[config.mk]
export PLATFORM = sky130hd
export DESIGN_NAME = pph_periph
export DESIGN_NICKNAME = d
export VERILOG_FILES = /design/src/logic/pph_pkg.sv /design/src/logic/pph_periph.sv /design/src/logic/pph_fifo.sv
export SDC_FILE = /design/constraint.sdc
export NUM_CORES = 1
export LEC_CHECK = 0
export BUFFER_PORTS_ARGS = -buffer_cell sky130_fd_sc_hd__clkbuf_2
export CAP_MARGIN = 20
export CORE_MARGIN = 2
export CORE_UTILIZATION = 59
export DETAILED_ROUTE_END_ITERATION = 8
export PLACE_DENSITY = 0.85
export REMOVE_ABC_BUFFERS = 1
export SLEW_MARGIN = 5
export SYNTH_ARGS = -nofsm -noshare
export SYNTH_HDL_FRONTEND = slang
export SYNTH_SLANG_ARGS = --single-unit
[constraint.sdc]
create_clock -name clock -period 3.61 [get_ports clock]
set_input_delay 0 -clock clock [delete_from_list [all_inputs] [get_ports clock]]
set_output_delay 0 -clock clock [all_outputs]
set_load 0.005 [all_outputs]
[src/logic/pph_pkg.sv]
// pph_pkg: constants for the peripheral end of a byte-wide parallel printer port.
// assumes a single 10 MHz system clock; all pin timing is counted in its cycles.
package pph_pkg;
  localparam int BYTE_W = 8;
  localparam int NIB_W = 4;
  localparam int FIFO_DEPTH = 8;
  localparam int CLK_PERIOD_NS = 100;
  // ack low pulse and nibble setup, both least times so they round up
  localparam int ACK_PULSE_NS = 500;
  localparam int NIB_SETUP_NS = 200;
  localparam int CNT_W = 4;
  localparam logic [CNT_W-1:0] ACK_PULSE_CYC =
    CNT_W'((ACK_PULSE_NS + CLK_PERIOD_NS - 1) / CLK_PERIOD_NS);
  localparam logic [CNT_W-1:0] NIB_SETUP_CYC =
    CNT_W'((NIB_SETUP_NS + CLK_PERIOD_NS - 1) / CLK_PERIOD_NS);
  // status line positions inside a returned nibble
  localparam int NIB_FAULT_BIT = 0;
  localparam int NIB_ONLINE_BIT = 1;
  localparam int NIB_PAPER_BIT = 2;
  localparam int NIB_BUSY_BIT = 3;
  typedef enum logic [1:0] {PPH_F_IDLE, PPH_F_ACK, PPH_F_DONE} pph_fwd_e;
  typedef enum logic [2:0] {PPH_R_IDLE, PPH_R_SETUP, PPH_R_ACK, PPH_R_REL, PPH_R_NEXT}
    pph_rev_e;
endpackage

[src/logic/pph_periph.sv]
// pph_periph: peripheral end of a parallel printer port, forward bytes and nibble reverse.
// assumes host pins are asynchronous to clock; user side runs on clock.
// Operation
// - in forward transfers the peripheral pulses acknowledge low to confirm a taken byte.
// - in reverse transfers acknowledge low qualifies each nibble on the status lines.
// - in forward transfers busy stays high while no byte can be taken.
// - in reverse transfers busy carries returned bit 3, then bit 7.
// - in forward transfers paper_fault high reports a paper path problem.
// - in reverse transfers paper_fault carries returned bit 2, then bit 6.
// - in forward transfers the online line reports that the peripheral is selected.
// - in reverse transfers the online line carries returned bit 1, then bit 5.
// - in forward transfers fault_n low reports an error.
// - in reverse transfers fault_n low means data ready and it carries bits 0 and 4.
`timescale 1ns/100ps
module pph_periph #(
  parameter int DEPTH = pph_pkg::FIFO_DEPTH
) (
  input wire logic clock,
  input wire logic rst_b,
  // host pins
  input wire logic strobe_n,
  input wire logic [pph_pkg::BYTE_W-1:0] fwd_data,
  input wire logic line_feed_req_n,
  input wire logic periph_reset_n,
  input wire logic select_in_n,
  output logic ack_n,
  output logic busy,
  output logic paper_fault,
  output logic online,
  output logic fault_n,
  // user side
  output logic [pph_pkg::BYTE_W-1:0] rx_data,
  output logic rx_valid,
  input wire logic rx_ready,
  input wire logic [pph_pkg::BYTE_W-1:0] tx_data,
  input wire logic tx_valid,
  output logic tx_ready,
  input wire logic paper_fault_in,
  input wire logic online_in,
  input wire logic error_in,
  output logic auto_feed,
  output logic reverse_mode,
  output logic host_reset
);
  import pph_pkg::*;

  localparam int SW = BYTE_W + 4;

  // two-stage synchronisers; only stage two is read
  logic [SW-1:0] sync1_q;
  logic [SW-1:0] sync2_q;
  logic strobe_prev_q;
  logic [BYTE_W-1:0] s_data;
  logic s_strobe_n;
  logic s_lf_n;
  logic s_init_n;
  logic s_sel_n;
  logic strobe_fall;

  always_ff @(posedge clock or negedge rst_b) begin
    if (!rst_b) begin
      sync1_q <= {SW{1'b1}};
      sync2_q <= {SW{1'b1}};
      strobe_prev_q <= 1'b1;
    end else begin
      sync1_q <= {strobe_n, line_feed_req_n, periph_reset_n, select_in_n, fwd_data};
      sync2_q <= sync1_q;
      strobe_prev_q <= s_strobe_n;
    end
  end

  assign {s_strobe_n, s_lf_n, s_init_n, s_sel_n, s_data} = sync2_q;
  // only honour strobe in forward direction
  assign strobe_fall = strobe_prev_q && !s_strobe_n && !s_sel_n;

  // forward handshake state, declared ahead of the fifo push that reads it
  pph_fwd_e fwd_st_q;
  logic [CNT_W-1:0] fwd_cnt_q;
  logic fwd_ack_q;

  // receive fifo; pin side stalls through busy
  logic fifo_in_ready;
  logic fifo_push;
  logic [BYTE_W-1:0] fifo_out_data;
  logic fifo_out_valid;
  logic fifo_out_ready;

  pph_fifo #(
    .WIDTH(BYTE_W),
    .DEPTH(DEPTH)
  ) u_fifo (
    .clock(clock),
    .rst_b(rst_b),
    .in_data(s_data),
    .in_valid(fifo_push),
    .in_ready(fifo_in_ready),
    .out_data(fifo_out_data),
    .out_valid(fifo_out_valid),
    .out_ready(fifo_out_ready)
  );

  // output stage keeps rx_data and rx_valid on flops; it holds one word beyond the fifo
  assign fifo_out_ready = !rx_valid || rx_ready;

  always_ff @(posedge clock or negedge rst_b) begin
    if (!rst_b) begin
      rx_valid <= 1'b0;
    end else if (fifo_out_ready) begin
      rx_valid <= fifo_out_valid;
    end
  end

  always_ff @(posedge clock or negedge rst_b) begin
    if (!rst_b) begin
      rx_data <= '0;
    end else if (fifo_out_ready && fifo_out_valid) begin
      rx_data <= fifo_out_data;
    end
  end

  // a byte strobed while full is dropped; busy was high, so the host broke handshake
  // a strobe seen while the host holds reset is not stored either
  assign fifo_push = strobe_fall && s_init_n && (fwd_st_q == PPH_F_IDLE);

  // forward handshake

  always_ff @(posedge clock or negedge rst_b) begin
    if (!rst_b) begin
      fwd_st_q <= PPH_F_IDLE;
      fwd_cnt_q <= '0;
      fwd_ack_q <= 1'b0;
    end else if (!s_init_n || s_sel_n) begin
      fwd_st_q <= PPH_F_IDLE;
      fwd_cnt_q <= '0;
      fwd_ack_q <= 1'b0;
    end else begin
      case (fwd_st_q)
        PPH_F_IDLE: begin
          if (strobe_fall) begin
            fwd_st_q <= PPH_F_ACK;
            fwd_cnt_q <= ACK_PULSE_CYC;
            fwd_ack_q <= 1'b1;
          end
        end
        PPH_F_ACK: begin
          if (fwd_cnt_q == 1) begin
            fwd_ack_q <= 1'b0;
            fwd_st_q <= PPH_F_DONE;
          end
          fwd_cnt_q <= fwd_cnt_q - 1'b1;
        end
        PPH_F_DONE: begin
          // wait for strobe release so one pulse is one byte
          if (s_strobe_n) begin
            fwd_st_q <= PPH_F_IDLE;
          end
        end
        default: fwd_st_q <= PPH_F_IDLE;
      endcase
    end
  end

  // reverse nibble transfer
  pph_rev_e rev_st_q;
  logic [CNT_W-1:0] rev_cnt_q;
  logic [BYTE_W-1:0] rev_byte_q;
  logic rev_hi_q;
  logic rev_ack_q;
  logic tx_take;
  logic [NIB_W-1:0] nib;

  assign tx_take = (rev_st_q == PPH_R_IDLE) && s_sel_n && s_init_n && !s_lf_n && tx_valid;
  assign nib = rev_hi_q ? rev_byte_q[BYTE_W-1:NIB_W] : rev_byte_q[NIB_W-1:0];

  always_ff @(posedge clock or negedge rst_b) begin
    if (!rst_b) begin
      rev_st_q <= PPH_R_IDLE;
      rev_cnt_q <= '0;
      rev_byte_q <= '0;
      rev_hi_q <= 1'b0;
      rev_ack_q <= 1'b0;
    end else if (!s_init_n || !s_sel_n) begin
      rev_st_q <= PPH_R_IDLE;
      rev_hi_q <= 1'b0;
      rev_ack_q <= 1'b0;
    end else begin
      case (rev_st_q)
        PPH_R_IDLE: begin
          if (tx_take) begin
            rev_byte_q <= tx_data;
            rev_hi_q <= 1'b0;
            rev_cnt_q <= NIB_SETUP_CYC;
            rev_st_q <= PPH_R_SETUP;
          end
        end
        PPH_R_SETUP: begin
          // nibble settles on the status lines before ack falls
          if (rev_cnt_q == 1) begin
            rev_ack_q <= 1'b1;
            rev_st_q <= PPH_R_ACK;
          end
          rev_cnt_q <= rev_cnt_q - 1'b1;
        end
        PPH_R_ACK: begin
          if (s_lf_n) begin
            rev_ack_q <= 1'b0;
            rev_st_q <= rev_hi_q ? PPH_R_IDLE : PPH_R_REL;
          end
        end
        PPH_R_REL: begin
          // host lowers line feed again when ready for the high nibble
          if (!s_lf_n) begin
            rev_hi_q <= 1'b1;
            rev_cnt_q <= NIB_SETUP_CYC;
            rev_st_q <= PPH_R_SETUP;
          end
        end
        default: rev_st_q <= PPH_R_IDLE;
      endcase
    end
  end

  // pin outputs, all registered
  logic busy_d;
  logic paper_d;
  logic online_d;
  logic fault_n_d;
  logic ack_n_d;

  always_comb begin
    if (s_sel_n) begin
      ack_n_d = !rev_ack_q;
      if (rev_st_q == PPH_R_IDLE) begin
        fault_n_d = !tx_valid;
        busy_d = 1'b0;
        paper_d = 1'b0;
        online_d = 1'b0;
      end else begin
        fault_n_d = nib[NIB_FAULT_BIT];
        online_d = nib[NIB_ONLINE_BIT];
        paper_d = nib[NIB_PAPER_BIT];
        busy_d = nib[NIB_BUSY_BIT];
      end
    end else begin
      ack_n_d = !fwd_ack_q;
      busy_d = (fwd_st_q != PPH_F_IDLE) || !fifo_in_ready || !s_init_n;
      paper_d = paper_fault_in;
      online_d = online_in;
      fault_n_d = !error_in;
    end
  end

  // acknowledge has its own register: it is the handshake, the rest is status
  always_ff @(posedge clock or negedge rst_b) begin
    if (!rst_b) begin
      ack_n <= 1'b1;
    end else begin
      ack_n <= ack_n_d;
    end
  end

  always_ff @(posedge clock or negedge rst_b) begin
    if (!rst_b) begin
      busy <= 1'b1;
      paper_fault <= 1'b0;
      online <= 1'b0;
      fault_n <= 1'b1;
    end else begin
      busy <= busy_d;
      paper_fault <= paper_d;
      online <= online_d;
      fault_n <= fault_n_d;
    end
  end

  // user side handshake
  always_ff @(posedge clock or negedge rst_b) begin
    if (!rst_b) begin
      tx_ready <= 1'b0;
    end else begin
      // one-cycle pulse; tx_take is a function of tx_valid so handshake holds
      tx_ready <= tx_take && !tx_ready;
    end
  end

  // user side status
  always_ff @(posedge clock or negedge rst_b) begin
    if (!rst_b) begin
      auto_feed <= 1'b0;
      reverse_mode <= 1'b0;
      host_reset <= 1'b0;
    end else begin
      auto_feed <= !s_sel_n && !s_lf_n;
      reverse_mode <= s_sel_n;
      host_reset <= !s_init_n;
    end
  end
endmodule

[src/logic/pph_fifo.sv]
// pph_fifo: synchronous fifo with valid/ready on both sides.
// assumes one clock and an active-low asynchronous reset.
`timescale 1ns/100ps
module pph_fifo #(
  parameter int WIDTH = 8,
  parameter int DEPTH = 8
) (
  input wire logic clock,
  input wire logic rst_b,
  input wire logic [WIDTH-1:0] in_data,
  input wire logic in_valid,
  output logic in_ready,
  output logic [WIDTH-1:0] out_data,
  output logic out_valid,
  input wire logic out_ready
);
  localparam int AW = (DEPTH > 1) ? $clog2(DEPTH) : 1;
  localparam int CW = $clog2(DEPTH + 1);
  localparam logic [CW-1:0] FULL_CNT = CW'(DEPTH);
  localparam logic [AW-1:0] LAST_IDX = AW'(DEPTH - 1);

  logic [WIDTH-1:0] mem [DEPTH];
  logic [AW-1:0] wr_q;
  logic [AW-1:0] rd_q;
  logic [CW-1:0] cnt_q;
  logic push;
  logic pop;

  assign in_ready = (cnt_q != FULL_CNT);
  assign out_valid = (cnt_q != '0);
  assign out_data = mem[rd_q];
  assign push = in_valid && in_ready;
  assign pop = out_valid && out_ready;

  always_ff @(posedge clock) begin
    if (push) begin
      mem[wr_q] <= in_data;
    end
  end

  always_ff @(posedge clock or negedge rst_b) begin
    if (!rst_b) begin
      wr_q <= '0;
      rd_q <= '0;
      cnt_q <= '0;
    end else begin
      if (push) begin
        wr_q <= (wr_q == LAST_IDX) ? '0 : wr_q + 1'b1;
      end
      if (pop) begin
        rd_q <= (rd_q == LAST_IDX) ? '0 : rd_q + 1'b1;
      end
      if (push && !pop) begin
        cnt_q <= cnt_q + 1'b1;
      end else if (pop && !push) begin
        cnt_q <= cnt_q - 1'b1;
      end
    end
  end
endmodule

# [Word-level counts from Yosys, hierarchy flattened]
# Memories as Yosys holds them, arrays and structs flattened. A register that Yosys moved wholly into a read port is not among the register bits.
# Index checks and enable logic that the tools add are counted.
[op_classes] mux=46 bitwise_logic=1 n_eq_ne=19 n_reduce_logical=50 add_sub_neg=6
[ops] cell="two-way mux 4 bit" n=7
[ops] cell="two-way mux 3 bit" n=7
[ops] cell="two-way mux 1 bit" n=20
[ops] cell="!= test 3 bit, second input constant" n=5
[ops] cell="AND reduction 3 bit" n=5
[ops] cell="logical AND 1 bit" n=14
[ops] cell="zero test 1 bit" n=14
[ops] cell="one-hot mux 3 bit (4 select lines)" n=1
[ops] cell="one-hot mux 4 bit (3 select lines)" n=1
[ops] cell="nonzero test 3 bit" n=4
[ops] cell="subtractor 4 x 1 -> 4 bit, second input constant" n=3
[ops] cell="two-way mux 2 bit" n=5
[ops] cell="== test 4 x 1 -> 1 bit, second input constant" n=2
[ops] cell="one-hot mux 4 bit (2 select lines)" n=1
[ops] cell="AND reduction 4 bit" n=2
[ops] cell="adder 3 x 1 -> 3 bit, second input constant" n=2
[ops] cell="== test 3 x 2 -> 1 bit, second input constant" n=2
[ops] cell="== test 3 bit, second input constant" n=2
[ops] cell="!= test 3 x 2 -> 1 bit, second input constant" n=2
[ops] cell="one-hot mux 1 bit (2 select lines)" n=3
[ops] cell="one-hot mux 2 bit (3 select lines)" n=1
[ops] cell="logical OR 1 bit" n=5
[ops] cell="adder 4 x 1 -> 4 bit, second input constant" n=1
[ops] cell="!= test 2 bit, second input constant" n=2
[ops] cell="other kinds (10)" n=11
[totals] word_cells=147 mem_bits_rw=64 regBits=69 out_inout_bits=18 memories=1
[memory_table] memory="u_fifo.mem" words=8 width=8 read_ports=1 rd_ports_with_merged_regs=1 write_ports=1 line_no="pph_fifo.sv:22" source="logic [WIDTH-1:0] mem [DEPTH];"

# [Logic depth before layout (Yosys ltp)]
[logic_depth] ltp_word=10 ltp_mapped=12

# [Cells and area by module]
# From an unflattened synthesis, not the netlist that was laid out.
[hier_totals] hier_cells=353 area_unflattened_um2=5756.8
[by_module_without_submodules] mod="pph_fifo" area_each_um2=3151.8 seq_area_each_um2=2172.1 n_inst=1 cells_per_inst=157
[by_module_without_submodules] mod="pph_periph" area_each_um2=2605.0 seq_area_each_um2=1686.6 n_inst=1 cells_per_inst=196

# [Worst setup path after synthesis]
# No wires, ideal clock.
[synth_path] kind="register to register" start="reg fwd_st_q[0]" end="reg u_fifo.cnt_q[3]" path_buffers=1 t_required_ps=3474 stages_incl_launch_ff=12 setup_slack_ps=1086 arrival_ps=2388 cell_sequence="dfrtp_1 -> buf_6 -> or2_0 -> a211oi_2 -> nand2_2 -> clkinv_2 -> ha_1 -> inv_1 -> ha_1 -> a21o_1 -> a2111oi_0 -> o31ai_1"
[synth_via] elab_chain_cells=6 word_cells_on_any_way=8 classes_between="mux (1); reduce/logical (7)"
[synth_lines] item="start: declaration" line_no="pph_periph.sv:77" source="pph_fwd_e fwd_st_q;"
[synth_lines] item="start signal: assignment" line_no="pph_periph.sv:129" source="fwd_st_q <= PPH_F_IDLE;"
[synth_lines] item="start signal: assignment" line_no="pph_periph.sv:133" source="fwd_st_q <= PPH_F_IDLE;"
[synth_lines] item="start signal: assignment" line_no="pph_periph.sv:140" source="fwd_st_q <= PPH_F_ACK;"
[synth_lines] item="zero test 2 bit *" line_no="pph_periph.sv:123" source="assign fifo_push = strobe_fall && s_init_n && (fwd_st_q == PPH_F_IDLE);"
[synth_lines] item="logical AND 1 bit *" line_no="pph_periph.sv:123"
[synth_lines] item="logical AND 1 bit *" line_no="pph_fifo.sv:32" source="assign push = in_valid && in_ready;"
[synth_lines] item="via u_fifo.push" line_no="pph_fifo.sv:26" source="logic push;"
[synth_lines] item="zero test 1 bit" line_no="pph_fifo.sv:55" source="end else if (pop && !push) begin"
[synth_lines] item="logical AND 1 bit" line_no="pph_fifo.sv:55"
[synth_lines] item="nonzero test 2 bit (no line)"
[synth_lines] item="end signal: assignment" line_no="pph_fifo.sv:54" source="cnt_q <= cnt_q + 1'b1;"
[synth_lines] item="end signal: assignment" line_no="pph_fifo.sv:56" source="cnt_q <= cnt_q - 1'b1;"
[synth_lines] item="end: declaration" line_no="pph_fifo.sv:25" source="logic [CW-1:0] cnt_q;"
# Mark *: on every way through the listed nets, which the timed path passes. The rest lies on a longest branch.
# A chain may end at the register's enable or synchronous reset.

# [Worst setup path in the final report]
[layout_path] start="reg sync2_q[8]" end="reg u_fifo.cnt_q[3]"
[layout_via] elab_chain_cells=8 word_cells_on_any_way=10 classes_between="mux (1); reduce/logical (9)"
[layout_lines] item="start: declaration" line_no="pph_periph.sv:51" source="logic [SW-1:0] sync2_q;"
[layout_lines] item="start signal: assignment" line_no="pph_periph.sv:63" source="sync2_q <= {SW{1'b1}};"
[layout_lines] item="start signal: assignment" line_no="pph_periph.sv:67" source="sync2_q <= sync1_q;"
[layout_lines] item="zero test 1 bit *" line_no="pph_periph.sv:74" source="assign strobe_fall = strobe_prev_q && !s_strobe_n && !s_sel_n;"
[layout_lines] item="logical AND 1 bit *" line_no="pph_periph.sv:74"
[layout_lines] item="logical AND 1 bit * (2 in series)" line_no="pph_periph.sv:123"
[layout_lines] item="logical AND 1 bit *" line_no="pph_fifo.sv:32"
[layout_lines] item="via u_fifo.push" line_no="pph_fifo.sv:26"
[layout_lines] item="zero test 1 bit" line_no="pph_fifo.sv:55"
[layout_lines] item="logical AND 1 bit" line_no="pph_fifo.sv:55"
[layout_lines] item="nonzero test 2 bit (no line)"
# Marked as above.

==> impl_metrics.ini <==
[outcome]
status = completed

[floorplanning]
die_area_um2 = 10490
core.rowCount = 35
core-area_um2 = 9328
die_y_um = 102.4
start_util = 0.6126
num_io_pins = 45
die_width_um = 102.4

[critical_path]
path_cells = nand2b_1 -> a211oi_2 -> nand2_2 -> clkinv_2 -> ha_1 -> inv_1 -> ha_1 -> a21o_1 -> a2111oi_0 -> o31ai_1
arrival_ns = 3.27
crit_fanout = 13
cpLargestDelayFamily = compound AO/OA/AOI/OAI gates
critPathBufInv = 2
start_kind = flop
crit_path_end_kind = flop
crit_slowest_cell = dfstp_2
critical_path_class = reg2reg
required_ns = 4.00
slowest_delay_ns = 0.66
cp_common_cell = ha_1

[clocking]
clk_latency_ns = 0.52
htree_levels = 4
postCtsSetupBuffers = 0
clk_pin_slew_ns = 0.06
hold_buffers = 27
cts_num_sinks = 140
clk_path_buf_depth = 2
cts_inserted_buffers = 17
cts_tree = built
cts-root-buf = clkbuf_8
post_cts_resized = 0

[power]
p_per_area_nw_per_um2 = 669.9
swShare = 0.2963
p_leak_nw = 2.813
power.switching_mw = 1.371
irDropWorstVdd_mv = 0.4305
p_comb_frac = 0.202
pwr-share-seq = 0.449
internal-power_mw = 3.257
clkPwrFrac = 0.349

[yosys]
ys_types = 56
synth_commonest_cells = 64 x edfxtp_1, 48 x dfrtp_1, 37 x mux2i_1
synth_edf_count = 64
synth_top_area_share = 0.3363
yosysMostFrequentCell = edfxtp_1
synth_compound_area_frac = 0.07773
synth_area_um2 = 5714
synth.avg_cell_area_um2 = 14.32
synth_top_flop_cell = edfxtp_1
synth.largest_area_cell = edfxtp_1
ys_seq_elements = 140
synthMuxAreaShare = 0.09831
synth_top_family_by_area = multiplexers
ys_seq_area_frac = 0.6753
ys_warn_count = 0
synthArstFlopShare = 0.5429
synthAdderAreaFrac = 0.03854
yosys.area_share.simple = 0.07510
synth_xor_area_frac = 0.003065
yosys-top-cells-area = edfxtp_1 34%, dfrtp_1 21%, dfstp_2 13%, mux2i_1 6.5%, ha_1 3.5%
postSynthCellCount = 399

[cells_and_area]
n_fill_cell = 572
diodes = 0
layout-drive-gt1-share = 0.2677
syn2layout_area_growth_pct = 20.91
multiInputGateArea_um2 = 1673
fin_util = 0.7407
nets = 524
register_area_um2 = 3859

[timing]
fin_crit_sh = 0.7966
hold_violations = 0
period_minus_slack_ns = 2.876
relSlewSlack = 0.3466
rsz0062_at_grt = no
fmax_mhz = 347.7
skew_ns = 0.01212
setup_viol = 0
tightest_slew_ns = 0.9802
setup-tns-final_ns = 0
drv_slew = 0

[grt]
grt_antenna_before_repair = 0
grt.total_usage = 0.2318
grt_overflow = 0
grt_pass1_wl_mm = 17.74
grt_max_degree = 77
grt_pass1_vias = 3602

[routing]
wire_per_inst_um = 17.46
firstDrtPassIters = 4
first_iter_violations = 248
antenna_left = 0
vias = 3458
wirelength_mm = 10.86
drc = 0
viasPerCell = 5.559

[flow_run]
max_cap_viol_count = 0

[placement]
place.gp.congestion = 0.8291
port_buffers = 44
place_hpwl_mm = 6.382

[min_path]
min_path_type = in2reg
metrics by stage:
step | setup slack [ns] | instances | hold slack [ns] | power (mW) | cell area, µm²
after floorplan | 0.8416 | 383 | -0.2956 | 2.683 | 5638
after global routing | 0.4895 | 622 | 0.1015 | 4.852 | 6909
after global placement | 0.8524 | 563 | 0.08736 | 2.937 | 6087
after detailed placement | 0.7648 | 563 | 0.08884 | 2.996 | 6087
after CTS | 0.7169 | 622 | 0.09234 | 4.647 | 6909
final | 0.7343 | 622 | 0.1103 | 4.628 | 6909
worst register-to-register path, delay by kind of cell (launching register included):
| kind | cells | cell delay [ns] |
|---|---|---|
| adders and majority gates | 2 | 0.51 |
| AOI/OAI and AO/OA | 4 | 0.82 |
| buffers and inverters | 2 | 0.29 |
| and+or+nand+nor | 2 | 0.48 |
| DFF | 1 | 0.66 |
placed cells by master (no fill, tap or decap), types with 3 or more instances in the layout:
| cell | instances |
|---|---|
| nand2_1 | 12 |
| clkbuf_16 | 16 |
| nor2_1 | 14 |
| nor3_1 | 10 |
| buf_4 | 7 |
| dlygate4sd3_1 | 27 |
| clkinvlp_4 | 3 |
| ha_1 | 16 |
| mux2_1 | 3 |
| nand3_1 | 9 |
| nand3b_1 | 3 |
| nand2b_1 | 5 |
| mux2i_1 | 37 |
| inv_6 | 7 |
| clkbuf_2 | 43 |
| dfstp_2 | 28 |
| o21ai_0 | 17 |
| inv_1 | 27 |
| mux2_2 | 14 |
| edfxtp_1 | 64 |
| nor2b_1 | 4 |
| a21oi_1 | 9 |
| dfrtp_1 | 48 |
| a22oi_1 | 18 |
path summary, 6_finish.rpt:
check                                      from                     endpoint  slack [ns]  depth (start not counted)
setup / recovery           sync2_q[8]$_DFF_PN1_  u_fifo.cnt_q[3]$_DFFE_PN0P_        0.73                         10
hold / removal                      fwd_data[4]         sync1_q[4]$_DFF_PN1_        0.11                          2
setup reg to reg           sync2_q[8]$_DFF_PN1_  u_fifo.cnt_q[3]$_DFFE_PN0P_        0.73                         10
hold reg to reg            sync1_q[0]$_DFF_PN1_         sync2_q[0]$_DFF_PN1_        0.36                          0
max in group asynchronous                 rst_b    rev_byte_q[7]$_DFFE_PN0P_        2.83                          2
min in group asynchronous                 rst_b       rx_data[6]$_DFFE_PN0P_        0.16                          2
power by group through the flow:
stage | clock, mW | combinational (mW) | sequential (mW)
finish | 1.62 | 0.934 | 2.08
global placement | 0 | 0.853 | 2.08
detailed placement | 0 | 0.895 | 2.10
global route | 1.70 | 1.04 | 2.11
floorplan | 0 | 0.593 | 2.09
CTS | 1.63 | 0.943 | 2.07
routing by layer:
| layer | global-route usage | part of all wire |
|---|---|---|
| met5 | 0 | 0 |
| met4 | 0.09026 | 0.017 |
| met3 | 0.05951 | 0.045 |
| met2 | 0.3952 | 0.52 |
| met1 | 0.2860 | 0.42 |
state kept, by name, indices dropped and copies added, names as in the netlist, 2 cells and up:
signal,count
u_fifo.wr_q,3
rev_st_q,2
rev_byte_q,8
u_fifo.rd_q,3
rx_data,8
fwd_cnt_q,4
sync1_q,12
u_fifo.mem,64
u_fifo.cnt_q,4
rev_cnt_q,4
fwd_st_q,2
sync2_q,12
cell families (layout without fill, tap and decap cells):
logic type | Yosys count | after routing
flip-flops | 140 | 140
AND/OR/NAND/NOR | 76 | 76
AO/OA/AOI/OAI | 66 | 66
multiplexers | 54 | 54
buffers and inverters | 44 | 138
adder cells (fa/ha/maj) | 17 | 17
XOR/XNOR | 2 | 2
layout make-up:
cell class              count  share of cell area
multi-input cells         215              0.2421
well taps                 129             0.02336
repair buffers             78             0.08077
clock buffers              18             0.06049
clock inverters            14             0.01938
flip-flops and latches    140              0.5585
inverters                  28             0.01539
Power figures use the tool's default switching activity.
